### src/dsr_defs.svh
// dsr_defs.svh - offsets, field positions, reset values and timing counts
// assumes: included by bare name from the deserializer lock-control files
`ifndef DSR_DEFS_SVH
`define DSR_DEFS_SVH

// ========
// register byte addresses
`define DSR_ADDR_CONFIG    5'h00
`define DSR_ADDR_STATUS    5'h04
`define DSR_ADDR_IRQ_STAT  5'h08
`define DSR_ADDR_IRQ_MASK  5'h0c

// ========
// config field positions (same layout as the strap bus)
`define DSR_F_BOOST_EN     0
`define DSR_F_BOOST_LVL    3:1
`define DSR_F_CLK_EDGE     4
`define DSR_F_DATA_EDGE    5
`define DSR_F_SPREAD       9:6
`define DSR_F_LOW_BAND     10
`define DSR_F_IDLE_SEL     11
`define DSR_F_FB_FREQ      14:12
`define DSR_CFG_W          15

// irq bits
`define DSR_IRQ_LOCK       0
`define DSR_IRQ_LOSS       1
`define DSR_IRQ_STOP       2

// ========
// reset values
`define DSR_CFG_RESET      15'h0000
`define DSR_MASK_RESET     3'h0

// ========
// timing
`define DSR_CLK_MHZ        125
`define DSR_STOP_NS        400
`define DSR_STOP_CYC       ((`DSR_STOP_NS * `DSR_CLK_MHZ) / 1000)
`define DSR_LOCK_EDGES     16
`define DSR_OSC_HALF_NS    40
`define DSR_OSC_HALF_CYC   ((`DSR_OSC_HALF_NS * `DSR_CLK_MHZ) / 1000)

// modulation period divisors in link clocks
`define DSR_DIV_HI_0       2168
`define DSR_DIV_HI_1       1300
`define DSR_DIV_HI_2       868
`define DSR_DIV_HI_3       650
`define DSR_DIV_LO_0       620
`define DSR_DIV_LO_1       370
`define DSR_DIV_LO_2       258
`define DSR_DIV_LO_3       192

`endif

### src/dsr_pkg.sv
// dsr_pkg.sv - types shared by the deserializer lock-control files
// assumes: compiled before every module that imports it
package dsr_pkg;

    // ========
    // link state
    typedef enum logic [1:0] {
        DSR_PWR_DOWN = 2'b00,
        DSR_ACQUIRE  = 2'b01,
        DSR_LOCKED   = 2'b10,
        DSR_SLEEP    = 2'b11
    } dsr_state_t;

endpackage : dsr_pkg

### src/dsr_spread.sv
// dsr_spread.sv - triangle profile generator for output spread modulation
// assumes: step is a one-cycle pulse per recovered link clock
`timescale 1ns/100ps
`include "dsr_defs.svh"

module dsr_spread import dsr_pkg::*; (
    input  wire logic        clk,
    input  wire logic        sys_rst,
    input  wire logic        step,
    input  wire logic        enable,
    input  wire logic [3:0]  code,
    input  wire logic        low_band,
    output logic             spread_active,
    output logic [1:0]       spread_depth,
    output logic             spread_dir
);

    // ========
    // code decode: code zero is off, codes 1 to 15 fall in four groups, the last holding only three codes
    wire        code_on = enable && (code != 4'h0);
    wire [3:0]  code_m1 = code - 4'h1;
    wire [1:0]  group   = code_m1[3:2];
    wire [11:0] div_hi  = (group == 2'h0) ? 12'(`DSR_DIV_HI_0) :
                          (group == 2'h1) ? 12'(`DSR_DIV_HI_1) :
                          (group == 2'h2) ? 12'(`DSR_DIV_HI_2) : 12'(`DSR_DIV_HI_3);
    wire [11:0] div_lo  = (group == 2'h0) ? 12'(`DSR_DIV_LO_0) :
                          (group == 2'h1) ? 12'(`DSR_DIV_LO_1) :
                          (group == 2'h2) ? 12'(`DSR_DIV_LO_2) : 12'(`DSR_DIV_LO_3);
    wire [11:0] divisor = low_band ? div_lo : div_hi;
    wire [10:0] half    = divisor[11:1];
    logic [10:0] phase;
    wire        at_turn = step && (phase >= half - 11'h001);

    // ========
    // the ramp direction flips every half modulation period
    always_ff @(posedge clk) begin
        if (sys_rst || !code_on) begin
            phase      <= 11'h000;
            spread_dir <= 1'b0;
        end else if (at_turn) begin
            phase      <= 11'h000;
            spread_dir <= ~spread_dir;
        end else if (step) begin
            phase      <= phase + 11'h001;
        end
    end

    always_ff @(posedge clk) begin
        if (sys_rst) begin
            spread_active <= 1'b0;
            spread_depth  <= 2'h0;
        end else begin
            spread_active <= code_on;
            spread_depth  <= code_m1[1:0];
        end
    end

endmodule : dsr_spread

### src/dsr_lock_ctrl.sv
// dsr_lock_ctrl.sv - deserializer output, lock and configuration control
// assumes: link clock, power-down pin, straps and recovered data are
// asynchronous to clk; software uses Avalon-MM with waitrequest
//
// What this block does
// boost select bit zero low disables equalization
// upper boost bits pick eight boost steps
// separate edge-rate selects for clock and data
// spread modulates clock and data outputs together
// software must disable spread above 65 MHz
// high band: code groups use higher divisors
// low band: code groups use lower divisors
// power down returns control registers to reset
// stopped stream sleeps, restart relocks
// stream stop sleeps, registers are retained
// leaving power down starts acquisition, lock low
// completed lock drives lock output high
// lost clock drops lock, outputs follow idle select; the code keeps lock driven low and pass driven high whatever idle select is
// clock source changeover holds level, no glitch
// lost stream with fallback runs oscillator clock
// power down outputs follow idle select
// idle select low floats, high drives low; the code drives pass high in power down when idle select is high
// fallback active: data low, lock low, pass high
// register values override straps once written
//
// The register addresses and register access over Avalon-MM were left to the implementer.
`timescale 1ns/100ps
`include "dsr_defs.svh"

module dsr_lock_ctrl import dsr_pkg::*; (
    input  wire logic        clk,
    input  wire logic        sys_rst,
    // avalon-mm slave
    input  wire logic [4:0]  avs_address,
    input  wire logic        avs_read,
    input  wire logic        avs_write,
    input  wire logic [31:0] avs_writedata,
    output logic [31:0]      avs_readdata,
    output logic             avs_waitrequest,
    output logic             irq,
    // link side
    input  wire logic        link_clk,
    input  wire logic        power_down_n,
    input  wire logic [23:0] data_in,
    input  wire logic [2:0]  slow_signal_in,
    input  wire logic [14:0] strap_in,
    // analog controls
    output logic             receiver_boost_enable,
    output logic [2:0]       receiver_boost_level,
    output logic             clock_edge_rate_select,
    output logic             data_edge_rate_select,
    output logic             spread_active,
    output logic [1:0]       spread_depth,
    output logic             spread_dir,
    // parallel outputs, enables low while driving
    output logic             recovered_clock_out,
    output logic             recovered_clock_oe_n,
    output logic [23:0]      data_out,
    output logic [2:0]       slow_signal_out,
    output logic             data_oe_n,
    output logic             lock_out,
    output logic             lock_oe_n,
    output logic             pass_out,
    output logic             pass_oe_n
);

    // ========
    // synchronisers
    logic [1:0]  lclk_sync;
    logic        lclk_d;
    logic [1:0]  pdn_sync;
    logic [14:0] strap_m;
    logic [14:0] strap_s;
    logic [26:0] din_m;
    logic [26:0] din_s;

    always_ff @(posedge clk) begin
        if (sys_rst) begin
            lclk_sync <= 2'h0;
            lclk_d    <= 1'b0;
            pdn_sync  <= 2'h0;
        end else begin
            lclk_sync <= {lclk_sync[0], link_clk};
            lclk_d    <= lclk_sync[1];
            pdn_sync  <= {pdn_sync[0], power_down_n};
        end
    end

    // straps and data carry no reset; they only pass through
    always_ff @(posedge clk) begin
        strap_m <= strap_in;
        strap_s <= strap_m;
        din_m   <= {slow_signal_in, data_in};
        din_s   <= din_m;
    end

    wire link_lvl  = lclk_sync[1];
    wire link_edge = lclk_sync[1] ^ lclk_d;
    wire link_rise = lclk_sync[1] & ~lclk_d;
    wire pdn_n     = pdn_sync[1];

    // ========
    // stream monitor: no link edge for too long means no embedded clock
    logic [7:0] stop_cnt;
    wire        stream_absent = (stop_cnt >= 8'(`DSR_STOP_CYC));

    always_ff @(posedge clk) begin
        if (sys_rst || link_edge) begin
            stop_cnt <= 8'h00;
        end else if (!stream_absent) begin
            stop_cnt <= stop_cnt + 8'h01;
        end
    end

    // ========
    // link state machine
    dsr_state_t state;
    dsr_state_t next_state;
    logic [4:0] lock_cnt;
    wire        lock_done = link_rise && (lock_cnt == 5'(`DSR_LOCK_EDGES - 1));

    always_comb begin
        next_state = state;
        case (state)
            DSR_PWR_DOWN: begin
                next_state = DSR_ACQUIRE;
            end
            DSR_ACQUIRE: begin
                if (stream_absent) begin
                    next_state = DSR_SLEEP;
                end else if (lock_done) begin
                    next_state = DSR_LOCKED;
                end
            end
            DSR_LOCKED: begin
                if (stream_absent) begin
                    next_state = DSR_SLEEP;
                end
            end
            DSR_SLEEP: begin
                if (link_edge) begin
                    next_state = DSR_ACQUIRE;
                end
            end
            default: begin
                next_state = DSR_PWR_DOWN;
            end
        endcase
        if (!pdn_n) begin
            next_state = DSR_PWR_DOWN;
        end
    end

    always_ff @(posedge clk) begin
        if (sys_rst) begin
            state <= DSR_PWR_DOWN;
        end else begin
            state <= next_state;
        end
    end

    // lock needs an unbroken run of link edges while acquiring
    always_ff @(posedge clk) begin
        if (sys_rst || state != DSR_ACQUIRE) begin
            lock_cnt <= 5'h00;
        end else if (link_rise) begin
            lock_cnt <= lock_cnt + 5'h01;
        end
    end

    wire in_pd     = (state == DSR_PWR_DOWN);
    wire is_locked = (state == DSR_LOCKED);

    // ========
    // register bus: one wait cycle, then the answer
    logic                 wait_q;
    logic [`DSR_CFG_W-1:0] cfg;
    logic                 ovr;
    logic [2:0]           irq_st;
    logic [2:0]           irq_mask;

    wire req      = avs_read || avs_write;
    wire accept   = req && !wait_q;
    wire wr_ok    = avs_write && !wait_q;
    wire sel_cfg  = (avs_address == `DSR_ADDR_CONFIG);
    wire sel_stat = (avs_address == `DSR_ADDR_STATUS);
    wire sel_ist  = (avs_address == `DSR_ADDR_IRQ_STAT);
    wire sel_imk  = (avs_address == `DSR_ADDR_IRQ_MASK);
    wire rd_clear = avs_read && !wait_q && sel_ist;

    // effective settings: straps until software writes the config
    wire [`DSR_CFG_W-1:0] eff = ovr ? cfg : strap_s;
    wire        idle_drive = eff[`DSR_F_IDLE_SEL];
    wire        fb_en      = (eff[`DSR_F_FB_FREQ] != 3'h0);

    logic cur_osc;
    wire [31:0] status_word = {26'h000_0000, cur_osc, stream_absent,
                               lock_out, ovr, state};
    wire [31:0] rd_mux = sel_cfg  ? {17'h0_0000, cfg} :
                         sel_stat ? status_word :
                         sel_ist  ? {29'h0000_0000, irq_st} :
                         sel_imk  ? {29'h0000_0000, irq_mask} :
                         32'h0000_0000;

    always_ff @(posedge clk) begin
        if (sys_rst) begin
            wait_q       <= 1'b1;
            avs_readdata <= 32'h0000_0000;
        end else begin
            wait_q <= !(req && wait_q);
            if (req && wait_q) begin
                avs_readdata <= rd_mux;
            end
        end
    end

    assign avs_waitrequest = wait_q;

    // power down wipes the control registers; sleep keeps them
    always_ff @(posedge clk) begin
        if (sys_rst || in_pd) begin
            cfg      <= `DSR_CFG_RESET;
            ovr      <= 1'b0;
            irq_mask <= `DSR_MASK_RESET;
        end else if (wr_ok && sel_cfg) begin
            cfg <= avs_writedata[`DSR_CFG_W-1:0];
            ovr <= 1'b1;
        end else if (wr_ok && sel_imk) begin
            irq_mask <= avs_writedata[2:0];
        end
    end

    // ========
    // interrupts: sticky, read clears, a new event beats the clear
    wire ev_lock = (state == DSR_ACQUIRE) && (next_state == DSR_LOCKED);
    wire ev_loss = is_locked && (next_state != DSR_LOCKED);
    wire ev_stop = (state != DSR_SLEEP) && (next_state == DSR_SLEEP);
    wire [2:0] ev = {ev_stop, ev_loss, ev_lock};
    wire [2:0] next_irq_st = (irq_st & {3{~rd_clear}}) | ev;

    always_ff @(posedge clk) begin
        if (sys_rst) begin
            irq_st <= 3'h0;
            irq    <= 1'b0;
        end else begin
            irq_st <= next_irq_st;
            irq    <= |(next_irq_st & irq_mask);
        end
    end

    // ========
    // analog control outputs
    always_ff @(posedge clk) begin
        if (sys_rst) begin
            receiver_boost_enable  <= 1'b0;
            receiver_boost_level   <= 3'h0;
            clock_edge_rate_select <= 1'b0;
            data_edge_rate_select  <= 1'b0;
        end else begin
            receiver_boost_enable  <= eff[`DSR_F_BOOST_EN];
            receiver_boost_level   <= eff[`DSR_F_BOOST_EN] ?
                                      eff[`DSR_F_BOOST_LVL] : 3'h0;
            clock_edge_rate_select <= eff[`DSR_F_CLK_EDGE];
            data_edge_rate_select  <= eff[`DSR_F_DATA_EDGE];
        end
    end

    // spread only while recovered clock and data actually run;
    // the table has no guard for a fast link, software must zero it
    dsr_spread u_spread (
        .clk           (clk),
        .sys_rst       (sys_rst),
        .step          (link_rise),
        .enable        (is_locked),
        .code          (eff[`DSR_F_SPREAD]),
        .low_band      (eff[`DSR_F_LOW_BAND]),
        .spread_active (spread_active),
        .spread_depth  (spread_depth),
        .spread_dir    (spread_dir)
    );

    // ========
    // fallback oscillator: half period scales with the select code
    logic [5:0] osc_cnt;
    logic       osc_lvl;
    wire  [5:0] osc_half = 6'(`DSR_OSC_HALF_CYC) * {3'h0, eff[`DSR_F_FB_FREQ]};

    always_ff @(posedge clk) begin
        if (sys_rst || !fb_en) begin
            osc_cnt <= 6'h00;
            osc_lvl <= 1'b0;
        end else if (osc_cnt >= osc_half - 6'h01) begin
            osc_cnt <= 6'h00;
            osc_lvl <= ~osc_lvl;
        end else begin
            osc_cnt <= osc_cnt + 6'h01;
        end
    end

    // ========
    // clock output source: changeover waits until the new source
    // matches the present level, so the pin never sees a runt pulse
    logic src_rec;
    wire want_osc = fb_en && !is_locked && !in_pd;
    wire tgt_lvl  = want_osc ? osc_lvl : (is_locked ? link_lvl : 1'b0);
    wire changing = (want_osc != cur_osc) ||
                    (!want_osc && is_locked != src_rec);
    wire next_clk = changing ? recovered_clock_out : tgt_lvl;

    always_ff @(posedge clk) begin
        if (sys_rst) begin
            cur_osc             <= 1'b0;
            src_rec             <= 1'b0;
            recovered_clock_out <= 1'b0;
        end else begin
            if (changing && tgt_lvl == recovered_clock_out) begin
                cur_osc <= want_osc;
                src_rec <= !want_osc && is_locked;
            end
            recovered_clock_out <= next_clk;
        end
    end

    // ========
    // output drive and levels
    wire idle_float = !idle_drive;
    wire osc_clk_on = cur_osc || want_osc;

    always_ff @(posedge clk) begin
        if (sys_rst) begin
            recovered_clock_oe_n <= 1'b1;
            data_oe_n            <= 1'b1;
            lock_oe_n            <= 1'b1;
            lock_out             <= 1'b0;
            pass_oe_n            <= 1'b1;
            pass_out             <= 1'b0;
        end else if (in_pd) begin
            recovered_clock_oe_n <= idle_float;
            data_oe_n            <= idle_float;
            lock_oe_n            <= idle_float;
            lock_out             <= 1'b0;
            pass_oe_n            <= idle_float;
            pass_out             <= idle_drive;
        end else if (is_locked) begin
            recovered_clock_oe_n <= 1'b0;
            data_oe_n            <= 1'b0;
            lock_oe_n            <= 1'b0;
            lock_out             <= 1'b1;
            pass_oe_n            <= 1'b0;
            pass_out             <= 1'b1;
        end else begin
            recovered_clock_oe_n <= idle_float && !osc_clk_on;
            data_oe_n            <= idle_float && !fb_en;
            lock_oe_n            <= 1'b0;
            lock_out             <= 1'b0;
            pass_oe_n            <= 1'b0;
            pass_out             <= 1'b1;
        end
    end

    // data follow the recovered clock only while locked
    always_ff @(posedge clk) begin
        if (sys_rst || !is_locked) begin
            data_out        <= 24'h00_0000;
            slow_signal_out <= 3'h0;
        end else if (link_rise) begin
            data_out        <= din_s[23:0];
            slow_signal_out <= din_s[26:24];
        end
    end

endmodule : dsr_lock_ctrl

### config.mk
export PLATFORM = sky130hd
export DESIGN_NAME = dsr_lock_ctrl
export DESIGN_NICKNAME = d
export VERILOG_FILES = /design/src/dsr_pkg.sv /design/src/dsr_spread.sv /design/src/dsr_lock_ctrl.sv
export VERILOG_INCLUDE_DIRS = /design/src /design/src/src
export SDC_FILE = /design/constraint.sdc
export NUM_CORES = 1
export LEC_CHECK = 0
export ABC_AREA = 1
export BUFFER_PORTS_ARGS = -buffer_cell sky130_fd_sc_hd__buf_2
export CORE_MARGIN = 10
export CORE_UTILIZATION = 35
export CTS_BUF_LIST = sky130_fd_sc_hd__clkbuf_4 sky130_fd_sc_hd__clkbuf_8
export CTS_CLUSTER_DIAMETER = 60
export DETAILED_ROUTE_END_ITERATION = 7
export HOLD_SLACK_MARGIN = 0.05
export MAX_ROUTING_LAYER = met4
export PLACE_DENSITY = 0.64
export SETUP_SLACK_MARGIN = 0.05
export SLEW_MARGIN = 20
export SYNTH_ARGS = -nofsm -noshare
export SYNTH_HDL_FRONTEND = slang
export SYNTH_SLANG_ARGS = --single-unit
### constraint.sdc
create_clock -name clk -period 5.2 [get_ports clk]
set_clock_uncertainty 0.05 [all_clocks]
set_input_delay 1.3 -clock clk [delete_from_list [all_inputs] [get_ports clk]]
set_output_delay 1.3 -clock clk [all_outputs]
set_load 0.05 [all_outputs]
; ---- Word level (Yosys, flattened, before mapping)
; Index checks and enable logic that the tools add are counted.
[word_totals]
ff_bits = 223
latch_bits = 0
ramBits = 0
rom_bits = 0
elab_cells = 151
mem_count = 0
[classes]
addsub = 7
n_mul = 1
div = 0
order_cmp = 3
n_eq_ne = 17
shifts = 0
muxes = 27
bitwise_logic = 11
reduce_logical = 48
[ops]
columns = op, count
row1 = 12-bit 2-to-1 mux, 5
row2 = 15-bit 2-to-1 mux, 2
row3 = 1-bit logical AND, 19
row4 = 9-bit 2-to-1 mux, 2
row5 = "5-bit by 4-bit equality test with 1-bit output, second input constant", 3
row6 = "11-bit by 1-bit adder with 11-bit output, second input constant", 1
row7 = 11-bit >= comparator, 1
row8 = "11-bit by 1-bit subtractor with 11-bit output, second input constant", 1
row9 = "2-bit equality test, second input constant", 5
row10 = 2-bit 2-to-1 mux, 5
row11 = 1-bit logical NOT, 9
row12 = 1-bit logical OR, 9
row13 = 1-bit 2-to-1 mux, 9
row14 = "8-bit by 1-bit adder with 8-bit output, second input constant", 1
row15 = "8-bit by 6-bit >= comparator with 1-bit output, second input constant", 1
row16 = 2-bit case mux with 4 select lines, 1
row17 = 2-bit OR reduction, 4
row18 = "6-bit by 1-bit adder with 6-bit output, second input constant", 1
row19 = 3-bit AND, 2
row20 = 6-bit >= comparator, 1
row21 = "3-bit by 3-bit multiplier with 6-bit output, first input constant", 1
row22 = 3-bit 2-to-1 mux, 2
row23 = 6-bit 2-to-1 mux, 1
row24 = 1-bit inverter, 6
row25 = other kinds (18), 22

; ---- Logic depth before layout (Yosys ltp)
[depth]
ltp_word = 12
ltp_mapped = 26

; ---- Cells and area by module
; From an unflattened synthesis, not the netlist that was laid out.
[unflattened]
cells_unflattened = 884
hier_area_um2 = 7662.3
[by_module_without_submodules]
columns = mod, n_inst, cells_per_inst, area_per_inst_um2
row1 = dsr_lock_ctrl, 1, 708, 6402.4
row2 = dsr_spread, 1, 176, 1260.0

; ---- Worst setup path after synthesis
; No wires, ideal clock.
[synth_timing]
kind = reg-to-reg
from = register ovr
to = register osc_cnt[2]
setup_ns = 0.072
arrival_time_ns = 3.490
t_required_ns = 5.078
setup_slack_ns = 1.588
stages_incl_launch_ff = 17
n_path_buf = 3
period_less_slack_ns = 3.612
path_cell_list = dfxtp_1 > buf_6 > buf_4 > o21ai_0 > fa_1 > inv_1 > ha_1 > a21oi_1 > o21ai_0 > xnor2_1 > ha_1 > a21oi_1 > o21a_1 > nand3_1 > or2_1 > buf_2 > nor3b_2
[synth_between]
elab_chain_len = 5
[synth_rtl]
columns = element, line
row1 = from (decl), dsr_lock_ctrl.sv:178  ; logic ovr;
row2 = from (signal assigned), dsr_lock_ctrl.sv:223  ; ovr <= 1'b0;
row3 = from (signal assigned), dsr_lock_ctrl.sv:227  ; ovr <= 1'b1;
row4 = 15-bit 2-to-1 mux *, dsr_lock_ctrl.sv:192  ; wire [`DSR_CFG_W-1:0] eff = ovr ? cfg : strap_s;
row5 = 3-bit by 3-bit multiplier with 6-bit output / 3-bit nonzero test (equally long branches), "dsr_lock_ctrl.sv:286, dsr_lock_ctrl.sv:194"
row6 = 6-bit by 1-bit subtractor with 6-bit output / 1-bit logical NOT (equally long branches), "dsr_lock_ctrl.sv:292, dsr_lock_ctrl.sv:289"
row7 = 6-bit >= comparator / 1-bit logical OR (equally long branches), "dsr_lock_ctrl.sv:292, dsr_lock_ctrl.sv:289"
row8 = 2-bit OR reduction (no source line) *, --
row9 = to (signal assigned), dsr_lock_ctrl.sv:296  ; osc_cnt <= osc_cnt + 6'h01;
row10 = to (decl), dsr_lock_ctrl.sv:284  ; logic [5:0] osc_cnt;
; Every way passes the cells marked *; elsewhere a longest branch is shown, timed or not.
; A chain may end at the register's enable or synchronous reset.

; ---- Worst setup path in the final report
[layout_timing]
from = register ovr
to = register u_spread.phase[2]
[layout_between]
elab_chain_len = 11
[layout_rtl]
columns = element, line
row1 = 15-bit 2-to-1 mux *, dsr_lock_ctrl.sv:192
row2 = 4-bit by 1-bit subtractor with 4-bit output, dsr_spread.sv:21  ; wire [3:0] code_m1 = code - 4'h1;
row3 = 2-bit equality test, "dsr_spread.sv:25, dsr_spread.sv:28"
row4 = "9-bit 2-to-1 mux, on equally long branches", "dsr_spread.sv:25, dsr_spread.sv:28"
row5 = "12-bit 2-to-1 mux, on equally long branches", "dsr_spread.sv:24, dsr_spread.sv:27"
row6 = "12-bit 2-to-1 mux, on equally long branches", "dsr_spread.sv:23, dsr_spread.sv:26"
row7 = 12-bit 2-to-1 mux, dsr_spread.sv:29  ; wire [11:0] divisor = low_band ? div_lo : div_hi;
row8 = 11-bit by 1-bit subtractor with 11-bit output, dsr_spread.sv:32  ; wire at_turn = step && (phase >= half - 11'h001);
row9 = 11-bit >= comparator, dsr_spread.sv:32
row10 = 1-bit logical AND, dsr_spread.sv:32
row11 = 2-bit OR reduction (no source line) *, --
row12 = to (signal assigned), dsr_spread.sv:44  ; phase <= phase + 11'h001;
row13 = to (decl), dsr_spread.sv:31  ; logic [10:0] phase;
; Marks and branches as above.

==> reports/metrics.csv <==
stage,metric,value,unit
run_status,outcome,completed,
clock_tree,CTS tree,built,
global_routing,first-pass GRT wire length,27700,um
die,I/O pin count,163,
critical_path,Worst Path Max Fanout,21,
sta,Worst Max-Slew Pin Slew,1.02,ns
detailed_routing,Via density,4.39,
yosys,post-synthesis cell count,882,
worst_hold_path,Hold Crit Class,flop to flop,
run,max-cap viol count,0,
worst_hold_path,HP Start,strap_m[3],
place,HPWL after DPL,12300,um
critical_path,Worst EP arrival,4.29,ns
place,PortBufs,128,
global_routing,largest net degree at the start of global routing,41,
layout,final core utilization,42.6,%
clock_tree,worst skew pair latency,0.51,ns
detailed_routing,Routed Antenna Nets,0,
die,Site Rows,54,
global_routing,antenna violations before repair,1,
layout,area added between synthesis and finish,20.2,%
power,Peak VDD IR,0.000252,V
clock_tree,CTS Sinks,206,
yosys,register area share after synthesis,53.5,%
die,Placeable Area,21800,um^2
clock_tree,TritonCTS Buffers,35,
sta,Rel. slew slack,31.7,%
die,die width,168,um
yosys,synth top area cells,"dfxtp_1, nand2_1, ha_1, nor2_1, inv_1",
detailed_routing,DR WL/cell,12.8,um
critical_path,cell mode on critical path,nand2_1,
sta,RSZ-0062 raised after global routing,false,
clock_tree,Post CTS Setup Buffer Count,0,
critical_path,Worst Setup Start Kind,flop,
yosys,"FFs w/ async S/R, synth",0,%
layout,share of layout cells above drive strength 1,22.6,%
global_routing,number of global-route vias before repair,5657,
detailed_routing,initial drt markers,275,
yosys,post-synthesis cell area,7710,um^2
critical_path,Crit path max-delay family,simple AND/OR/NAND/NOR gates,
clock_tree,maximum clock insertion buffer count,3,
layout,fillers,2184,
sta,Fmax achieved,0.256,GHz
sta,worst hold slack,0.271,ns
yosys,Syn. warnings,0,
critical_path,CP cell instances,"buf_4, nand2_1, nand2_4, inv_1, ha_1, xor2_2, inv_1, ha_1, nor2_1, nand2_1, nor2_1, inv_1, nand2_1, nand2_1, ha_1, nand2_1, nand2_1, nand2_1, nand2_1, nand2_1, nand4_1, nand2_1, nand2_2, nor3_1",
sta,final hold vios,0,
clock_tree,Root Driver,clkbuf_8,
clock_tree,"Reg clk slew, reported paths",0.06,ns
detailed_routing,via count,5837,
die,Initial Util,35.4,%
sta,final period utilization,75.1,%
detailed_routing,detailed-router iteration count before antenna repair,4,
die,Die Height,168,um
detailed_routing,Post-Route WL,17000,um
clock_tree,Max H-tree Level,2,
power,pwr dens,376,nW/um^2
place,Placer Congestion,0.846,
critical_path,Reg-to-Reg Start,ovr,
sta,Max Slew Vio Count,0,
sta,final setup TNS,0,ns
die,die area,28400,um^2
clock_tree,# hold bufs at CTS,0,
power,leakage power,4.18,nW
yosys,"Top FF cell, synth",dfxtp_1,
yosys,Post-synth EDFFs,0,
yosys,top-count cell post-synth,dfxtp_1,
sta,final setup violation count,0,
critical_path,"Largest stage delay, worst path",0.34,ns
yosys,"Avg Cell Area, Syn",8.74,um^2
critical_path,Setup crit start,ovr,
yosys,#FFs+latches synth,206,
critical_path,endpoint class of the critical path,flop,
global_routing,final global-route overflow total,0,
detailed_routing,# DRC,0,
critical_path,kind of critical path,flop to flop,
yosys,Yosys top cell by area,dfxtp_1,
yosys,Yosys cell types,51,
critical_path,"Slowest-stage cell, CP",dfxtp_1,
global_routing,GRT Util Overall,12.0,%
yosys,synth cell count leaders,"dfxtp_1, nand2_1, nor2_1",
clock_tree,Post-CTS Resized,0,
layout,Final Net Count,1151,
critical_path,Buf/Inv on CP,4,
sta,final worst path period need,3.91,ns
critical_path,Required @ worst endpoint,5.58,ns
yosys,Synth top area share,53.5,%
==> metrics by stage <==
stage / instance area (um^2) / std cells / worst slack [ns] / total power [mW]
floorplan: 7770 / 898 / 1.59 / 1.96
global placement: 8530 / 1266 / 1.35 / 2.04
detailed placement: 8530 / 1266 / 1.27 / 2.05
CTS: 9260 / 1328 / 1.27 / 3.53
global route: 9270 / 1329 / 0.885 / 3.64
finish: 9270 / 1329 / 1.29 / 3.48
==> per-layer routing <==
layer | global-route usage [%] | part of all wire [%]
met5 | - | 0
met3 | 2.86 | 5.2
met4 | 4.43 | 1.8
met2 | 18.9 | 47
met1 | 14.7 | 46
==> power breakdown <==
group | leakage, nW | switching, mW | internal [mW] | total, mW
Clock | 0.386 | 0.623 | 0.851 | 1.47
Combinational | 2.10 | 0.239 | 0.103 | 0.342
Sequential | 1.70 | 0.0259 | 1.64 | 1.67
==> flip-flops by register name, indices dropped and copies added, names as in the netlist, 2 cells and up <==
| name | flops |
|---|---|
| din_m | 27 |
| din_s | 27 |
| data_out | 24 |
| avs_readdata | 15 |
| cfg | 15 |
| strap_m | 15 |
| strap_s | 15 |
| u_spread.phase | 11 |
| stop_cnt | 8 |
| osc_cnt | 6 |
| lock_cnt | 5 |
| irq_mask | 3 |
| irq_st | 3 |
| receiver_boost_level | 3 |
| slow_signal_out | 3 |
| lclk_sync | 2 |
| pdn_sync | 2 |
| state | 2 |
| u_spread.spread_depth | 2 |
==> final timing paths <==
| check | endpoint | slack, ns | cells after the start |
|---|---|---|---|
| min reg2reg | strap_s[3] | 0.27 | 0 |
| min | strap_s[3] | 0.27 | 0 |
| max reg2reg | u_spread.phase[2] | 1.29 | 24 |
| max | u_spread.phase[2] | 1.29 | 24 |
==> area by class of cell <==
type                            instances  area [um^2]  share of cell area (%)
Antenna cell                            1         2.50                  0.0270
Clock buffer                           57          697                    7.52
Clock inverter                          5         37.5                   0.405
Inverter                              100          375                    4.05
Multi-Input combinational cell        549         3020                    32.5
Sequential cell                       206         4120                    44.5
Tap cell                              280          350                    3.78
Timing Repair Buffer                  131          663                    7.16
==> cell usage in the layout (no fill, tap or decap), types with 7 or more instances in the layout <==
cell / count
clkbuf_4: 14
ha_1: 41
clkbuf_8: 43
inv_1: 92
o21ai_0: 51
a21oi_1: 68
nor2_2: 11
conb_1: 17
nor2_1: 102
nand3_1: 23
nand2_1: 153
dfxtp_1: 206
xor2_1: 11
buf_2: 128
nor3_1: 10
nand2_2: 7
==> worst reg2reg max path, cell delays in order (launching register included) <==
cell	delay, ns
dfxtp_1	0.34
buf_4	0.27
nand2_1	0.14
nand2_4	0.11
inv_1	0.05
ha_1	0.24
xor2_2	0.34
inv_1	0.16
ha_1	0.26
nor2_1	0.19
nand2_1	0.07
nor2_1	0.13
inv_1	0.05
nand2_1	0.06
nand2_1	0.07
ha_1	0.33
nand2_1	0.08
nand2_1	0.05
nand2_1	0.05
nand2_1	0.05
nand2_1	0.06
nand4_1	0.14
nand2_1	0.13
nand2_2	0.21
nor3_1	0.19
==> kinds of logic (layout without fill, tap and decap cells) <==
family	count (synthesis)	in the layout	share of synthesized area [%]
simple gates	329	329	18.4
flops	206	206	53.5
buf+inv	143	293	8.23
compound gates	141	141	10.2
fa+ha+maj	43	43	7.17
xor+xnor	19	19	2.50
other cells	1	18	0.0486
Note: power is estimated with default switching activity, not from simulation.
